<file path="config.mk">
export PLATFORM = sky130hd
export DESIGN_NAME = core_peripheral_speed_doubler
export DESIGN_NICKNAME = d
export VERILOG_FILES = /design/src/cycle_pulse_gen.v /design/src/core_peripheral_speed_doubler.v
export VERILOG_INCLUDE_DIRS = /design/src /design/src/src
export SDC_FILE = /design/constraint.sdc
export NUM_CORES = 1
export LEC_CHECK = 0
export ABC_AREA = 1
export BUFFER_PORTS_ARGS = -buffer_cell sky130_fd_sc_hd__buf_2
export CORE_ASPECT_RATIO = 0.6
export CORE_MARGIN = 2
export CORE_UTILIZATION = 40
export CTS_BUF_LIST = sky130_fd_sc_hd__clkbuf_2
export CTS_CLUSTER_DIAMETER = 50
export DETAILED_ROUTE_END_ITERATION = 8
export GPL_TIMING_DRIVEN = 0
export SYNTH_ARGS = -nofsm -noshare
export SYNTH_HDL_FRONTEND = slang
export SYNTH_SLANG_ARGS = --single-unit
</file>
<file path="constraint.sdc">
create_clock -name ref_clk -period 2.2 [get_ports ref_clk]
set_clock_uncertainty 0.15 [all_clocks]
set_input_delay 0.22 -clock ref_clk [delete_from_list [all_inputs] [get_ports ref_clk]]
set_output_delay 0.22 -clock ref_clk [all_outputs]
set_load 0.02 [all_outputs]
</file>
<file path="src/speed_doubler_map.vh">
// Register offset, field positions and timing counts of the speed doubler
`ifndef SPEED_DOUBLER_MAP_VH
`define SPEED_DOUBLER_MAP_VH
`define SPEED_SELECT_CONTROL_ADDR 8'h8F
`define SPEED_SELECT_CONTROL_RESET 8'h00
`define CPU_DOUBLE_SPEED_BIT 0
`define TIMER_ZERO_SPEED_SELECT_BIT 1
`define TIMER_ONE_SPEED_SELECT_BIT 2
`define TIMER_TWO_SPEED_SELECT_BIT 3
`define SERIAL_SPEED_SELECT_BIT 4
`define COUNTER_ARRAY_SPEED_SELECT_BIT 5
`define WATCHDOG_SPEED_SELECT_BIT 6
`define CAN_SPEED_SELECT_BIT 7
`define PERIPHERAL_COUNT 7
`define STD_PERIODS_PER_CYCLE 4'hC
`define X2_PERIODS_PER_CYCLE 4'h6
`define CRYSTAL_DIVIDE_RATIO 2
`endif

</file>
<file path="src/cycle_pulse_gen.v">
// Machine cycle pulse generator with standard or doubled speed
`timescale 1ns/100ps
module cycle_pulse_gen
(
  input wire ref_clk, // Crystal rate clock
  input wire rst, // Synchronous reset
  input wire half_edge, // Rising edge of halved crystal clock
  input wire fast, // Six periods per cycle when high
  output reg cycle_pulse // One pulse per machine cycle
);
`include "speed_doubler_map.vh"

  reg [3:0] count_q;
  wire [3:0] limit;

  assign limit = fast ? `X2_PERIODS_PER_CYCLE : `STD_PERIODS_PER_CYCLE;

  // Counting crystal periods keeps the divided rate exact in both modes
  always @(posedge ref_clk)
  begin
    if (rst)
    begin
      count_q <= 4'h0;
      cycle_pulse <= 1'b0;
    end
    else if (count_q >= limit - 4'h1)
    begin
      // Standard mode wraps only on a halved-clock edge so the phase stays aligned; fast mode wraps at once
      if (half_edge || fast)
      begin
        count_q <= 4'h0;
        cycle_pulse <= 1'b1;
      end
      else
      begin
        count_q <= count_q + 4'h1;
        cycle_pulse <= 1'b0;
      end
    end
    else
    begin
      count_q <= count_q + 4'h1;
      cycle_pulse <= 1'b0;
    end
  end
endmodule // cycle_pulse_gen

</file>
<file path="src/core_peripheral_speed_doubler.v">
// Core and peripheral speed doubler with its clock control register
// Overview of operation
// - The CPU speed bit selects 12 or 6 clock periods per machine cycle.
// - After reset the CPU speed bit is clear unless the boot option is set.
// - The CPU speed bit alone moves the CPU and every peripheral with a clear select bit to double speed.
// - Each peripheral runs double speed only when its select bit is clear.
// - A software defeatable divide-by-2 stage follows the crystal input.
// - Standard mode uses the halved crystal; double speed bypasses it.
// - A CPU speed bit change takes effect only on a halved clock rising edge; peripheral select bits act at once.
// - A non-volatile option makes the device start in double speed.
// - A doubled peripheral sees its time base halved.
// - Only SFRs at addresses ending 0 or 8 are bit-addressable.
// - Peripheral select bits have no effect while the CPU bit is clear.
// - With the CPU bit set, select set gives 12 periods, clear gives 6.
`timescale 1ns/100ps
module core_peripheral_speed_doubler
(
  input wire ref_clk, // Crystal input rate clock
  input wire rst, // Synchronous reset, active high
  input wire boot_fast_option, // Non-volatile start-in-double-speed bit
  input wire [7:0] sfr_addr, // SFR byte address
  input wire [7:0] sfr_wdata, // SFR write data
  input wire sfr_wr, // SFR byte write strobe
  input wire sfr_rd, // SFR byte read strobe
  input wire sfr_bit_wr, // SFR bit write strobe
  input wire [7:0] sfr_bit_addr, // Bit address for bit writes
  input wire sfr_bit_val, // Bit value for bit writes
  output reg [7:0] sfr_rdata, // Read data, zero when not selected
  output reg sfr_rsel, // Read hit on this register
  output reg [7:0] speed_select_control, // Register contents
  output reg cpu_double_active, // Effective CPU double-speed state
  output reg cpu_cycle_en, // One pulse per CPU machine cycle
  output reg [6:0] periph_cycle_en // Pulse per cycle, per peripheral
);
`include "speed_doubler_map.vh"

  reg [7:0] ctrl_q;
  reg [7:0] ctrl_d;
  reg half_q;
  reg x2_q;
  reg boot_done_q;
  wire half_edge;
  wire cpu_pulse;
  wire [6:0] periph_pulse;
  wire [6:0] periph_fast;

  // Divide-by-2 stage; its rising edge gates mode changes
  always @(posedge ref_clk)
  begin
    if (rst)
      half_q <= 1'b0;
    else
      half_q <= ~half_q;
  end

  assign half_edge = ~half_q;

  // Byte writes only: this address does not end in 0 or 8, so bit
  // writes never reach it even when their range covers 0x88..0x8F
  always @*
  begin
    ctrl_d = ctrl_q;
    if (sfr_wr && sfr_addr == `SPEED_SELECT_CONTROL_ADDR)
      ctrl_d = sfr_wdata;
  end

  // The boot option is sampled in the first cycle after reset release
  always @(posedge ref_clk)
  begin
    if (rst)
    begin
      ctrl_q <= `SPEED_SELECT_CONTROL_RESET;
      boot_done_q <= 1'b0;
    end
    else if (!boot_done_q)
    begin
      boot_done_q <= 1'b1;
      ctrl_q <= ctrl_d;
      if (boot_fast_option)
        ctrl_q[`CPU_DOUBLE_SPEED_BIT] <= 1'b1;
    end
    else
      ctrl_q <= ctrl_d;
  end

  // Speed bit is validated only on a halved clock rising edge
  always @(posedge ref_clk)
  begin
    if (rst)
      x2_q <= 1'b0;
    else if (half_edge)
      x2_q <= ctrl_q[`CPU_DOUBLE_SPEED_BIT];
  end

  // CPU cycle: bypasses the divider in double speed
  cycle_pulse_gen u_cpu
  (
    .ref_clk(ref_clk),
    .rst(rst),
    .half_edge(half_edge),
    .fast(x2_q),
    .cycle_pulse(cpu_pulse)
  );

  // Enables rather than gated clocks keep peripheral state intact
  genvar i;
  generate
    for (i = 0; i < `PERIPHERAL_COUNT; i = i + 1)
    begin : g_periph
      assign periph_fast[i] = x2_q & ~ctrl_q[i + 1];
      cycle_pulse_gen u_periph
      (
        .ref_clk(ref_clk),
        .rst(rst),
        .half_edge(half_edge),
        .fast(periph_fast[i]),
        .cycle_pulse(periph_pulse[i])
      );
    end
  endgenerate

  always @(posedge ref_clk)
  begin
    if (rst)
    begin
      sfr_rdata <= 8'h00;
      sfr_rsel <= 1'b0;
      speed_select_control <= 8'h00;
      cpu_double_active <= 1'b0;
      cpu_cycle_en <= 1'b0;
      periph_cycle_en <= 7'h00;
    end
    else
    begin
      if (sfr_rd && sfr_addr == `SPEED_SELECT_CONTROL_ADDR)
      begin
        sfr_rdata <= ctrl_q;
        sfr_rsel <= 1'b1;
      end
      else
      begin
        sfr_rdata <= 8'h00;
        sfr_rsel <= 1'b0;
      end
      speed_select_control <= ctrl_q;
      cpu_double_active <= x2_q;
      cpu_cycle_en <= cpu_pulse;
      periph_cycle_en <= periph_pulse;
    end
  end
endmodule // core_peripheral_speed_doubler

</file>
==> metrics.txt <==
Hold Path Stages 6; Synth warnings 0; via count 2335; Crit Path Class register to register; Worst EP required 2530 ps; Max Cap Violations 0; worst-margin pin slew 570.0 ps; RD Place Congestion 0.8238; overall routing resource usage 0.1590; WP data arrival 2120 ps; Top Layer Used met4; global-route wire length before repair 10270 um; n_diodes 0; proportion of layout cells with a drive suffix above 1 0.2339; Seq/Total Area, Yosys 0.4906; WL met1 3167 um; H-tree depth 3; largest net degree at the start of global routing 12; PwrDens 632.6 nW/um2; asr flop ratio synth 0; CTS buffer count 9; status finished, final reports clean; pre-CTS WS 419.6 ps; Die X 118.4 um; Cell Area, Placed 3492 um2; hold_sp sfr_addr[7]; met3 wire len 274 um; Syn Inst Count 360; Main synth FF type dfxtp_1; Hold Path Class input pin to register; Layout Area Growth over Synthesis 18.76%; Mapped Area 3142 um2; Slew headroom 0.6200; RR Startpoint x2_q$_SDFFE_PP0N_; vias per cell 4.324; Final setup viols 0; clk_lat worst skew 530 ps; Worst-path clk slew 190 ps; placed wire-length estimate 4429 um; design area 3731 um2; Post-synth EDFFs 0; Post-Route WL 6171 um; DRC 0; Filler cells 745; internal reg-to-reg setup slack 410 ps; Sink Count 77; DR pass1 iterations 4; Power Total 2.360 mW; CTS tree done; vias in the first global route 2111; Syn Area/Cell 8.727 um2; synth unique cells 27; Clock Path Buffers 2; Nets 487; fin util 0.5010; num rows 24; Worst R2R End g_periph[5].u_periph.count_q[3]$_SDFF_PP0_; Worst Reg-to-Reg Cells 10; Die Area 8603 um2; crit start category register; TNS Setup 0 ps; Synth Net Count 415; Final Hold Viols 0; setup ws final 405.9 ps; Vert. Die Dim 72.65 um; boundary pin count 57; quantity of I/O buffers inserted on ports 44; core area 7447 um2; Final ANT Viol Nets 0; RSZ-0062 raised after global routing no; clock period minus worst slack 1794 ps; root buf cell clkbuf_2; initial antenna violation count 0; leakage power 1.737 nW; VDD IR-drop max 383.5 uV; max-slew violations 0; Avg WL per Cell 11.43 um; hold-critical path endpoint ctrl_q[5]$_SDFFE_PP0P_; wire length on met2 2675 um; endpoint class of the critical path register; grt total ovfl 0; synthesized flop and latch total 77; Crit Path Max Fanout 9; final worst-path cycle share 0.8155; Achievable Freq 0.5574 GHz; initial drt markers 124; initial core utilization 0.4219
## through the flow
stage / hold slack (ps) / cells
2_1_floorplan: 229.7 / 360
3_3_place_gp: 242.5 / 508
3_5_place_dp: 249.5 / 508
4_1_cts: 99.78 / 540
5_1_grt: 108.9 / 540
6_report: 145.8 / 540
## cell type report
cell class	instances	area, um2	share of cell area
clock inverter	5	18.77	0.005030
timing repair buffer	61	390.4	0.1046
multi-input combinational	222	1349	0.3615
sequential	77	1541	0.4131
buffer	6	41.29	0.01107
tap	104	130.1	0.03488
clock buffer	10	50.05	0.01341
inverter	55	210.2	0.05634
## flip-flops by register name, indices dropped and copies added, names as in the netlist
name	cells
boot_done_q	1
cpu_cycle_en	1
cpu_double_active	1
ctrl_q	8
g_periph.u_periph.count_q	28
g_periph.u_periph.cycle_pulse	7
half_q	1
periph_cycle_en	7
sfr_rdata	8
sfr_rsel	1
speed_select_control	8
u_cpu.count_q	4
u_cpu.cycle_pulse	1
x2_q	1
## worst max-delay path by stage
| stage | to | depth (start not counted) | startpoint | slack, ps |
|---|---|---|---|---|
| after global routing | g_periph[5].u_periph.count_q[3]$_SDFF_PP0_ | 10 | x2_q$_SDFFE_PP0N_ | 160 |
| after floorplan | u_cpu.count_q[1]$_SDFF_PP0_ | 6 | x2_q$_SDFFE_PP0N_ | 620 |
| after CTS | g_periph[3].u_periph.count_q[0]$_SDFF_PP0_ | 10 | x2_q$_SDFFE_PP0N_ | 380 |
| after detailed placement | u_cpu.count_q[1]$_SDFF_PP0_ | 6 | x2_q$_SDFFE_PP0N_ | 420 |
| final | g_periph[5].u_periph.count_q[3]$_SDFF_PP0_ | 10 | x2_q$_SDFFE_PP0N_ | 410 |
| after global placement | u_cpu.count_q[1]$_SDFF_PP0_ | 6 | x2_q$_SDFFE_PP0N_ | 420 |
## power by group
part           switching, mW  internal, mW  total, mW
combinational          0.162         0.125      0.287
sequential            0.0497          1.45       1.50
clock                  0.442         0.129      0.571
## logic make-up after synthesis
logic type / after synthesis / share of synthesized area
AND/OR/NAND/NOR: 160 / 0.2549
flip-flops: 77 / 0.4906
XOR/XNOR: 14 / 0.03903
adder cells (fa/ha/maj): 24 / 0.09558
AO/OA/AOI/OAI: 24 / 0.03982
buffers and inverters: 61 / 0.08004
## layer usage
| layer | vias up | GRT usage |
|---|---|---|
| met1 | 1034 | 0.2169 |
| met3 | 5 | 0.05859 |
| li1 | 1254 | - |
| met4 | 0 | 0.06085 |
| met5 | - | 0 |
| met2 | 42 | 0.2306 |
## Yosys cell counts, types with 2 or more instances
| cell | count | area share |
|---|---|---|
| dfxtp_1 | 77 | 0.49 |
| o21ai_0 | 9 | 0.014 |
| inv_1 | 52 | 0.062 |
| ha_1 | 24 | 0.096 |
| nand2_1 | 44 | 0.053 |
| xor2_1 | 7 | 0.020 |
| nor2_1 | 49 | 0.059 |
| nor2_4 | 7 | 0.025 |
| a21oi_1 | 13 | 0.021 |
| clkbuf_1 | 3 | 0.0036 |
| nand2_4 | 2 | 0.0072 |
| nand2_2 | 13 | 0.026 |
| nor2_2 | 18 | 0.036 |
| and3_1 | 2 | 0.0040 |
| nand3_1 | 22 | 0.035 |
| xnor2_1 | 7 | 0.020 |
## worst max-delay path, cell delays in order, from the launching register on
cell and delay, ps:
dfxtp_1 460, inv_4 140, nor2_4 130, ha_1 230
nand2_1 60, inv_1 30, o21ai_0 160, nand3_1 110
nand2_2 100, nand2_4 70, nor2_2 80
## repair_timing
action,in CTS,in global routing
endpoints found under the setup margin,0,0
hold buffers,17,0
resized for setup,0,0
endpoints found under the hold margin,22,0
buffers inserted,0,0
## layout by cell type (no fill, tap or decap)
cell / n
a211oi_1: 1
a21oi_1: 13
and3_1: 2
buf_2: 44
buf_6: 1
clkbuf_1: 3
clkbuf_2: 11
clkbuf_8: 1
clkinv_1: 5
clkinv_2: 1
dfxtp_1: 77
dlygate4sd3_1: 17
ha_1: 24
inv_1: 52
inv_2: 1
inv_4: 1
nand2_1: 44
nand2_2: 13
nand2_4: 2
nand3_1: 22
nand3_2: 1
nand3_4: 1
nand4_1: 1
nor2_1: 49
nor2_2: 18
nor2_4: 7
o21ai_0: 9
o21bai_1: 1
xnor2_1: 7
xor2_1: 7
(Power assumes the default switching activity.)
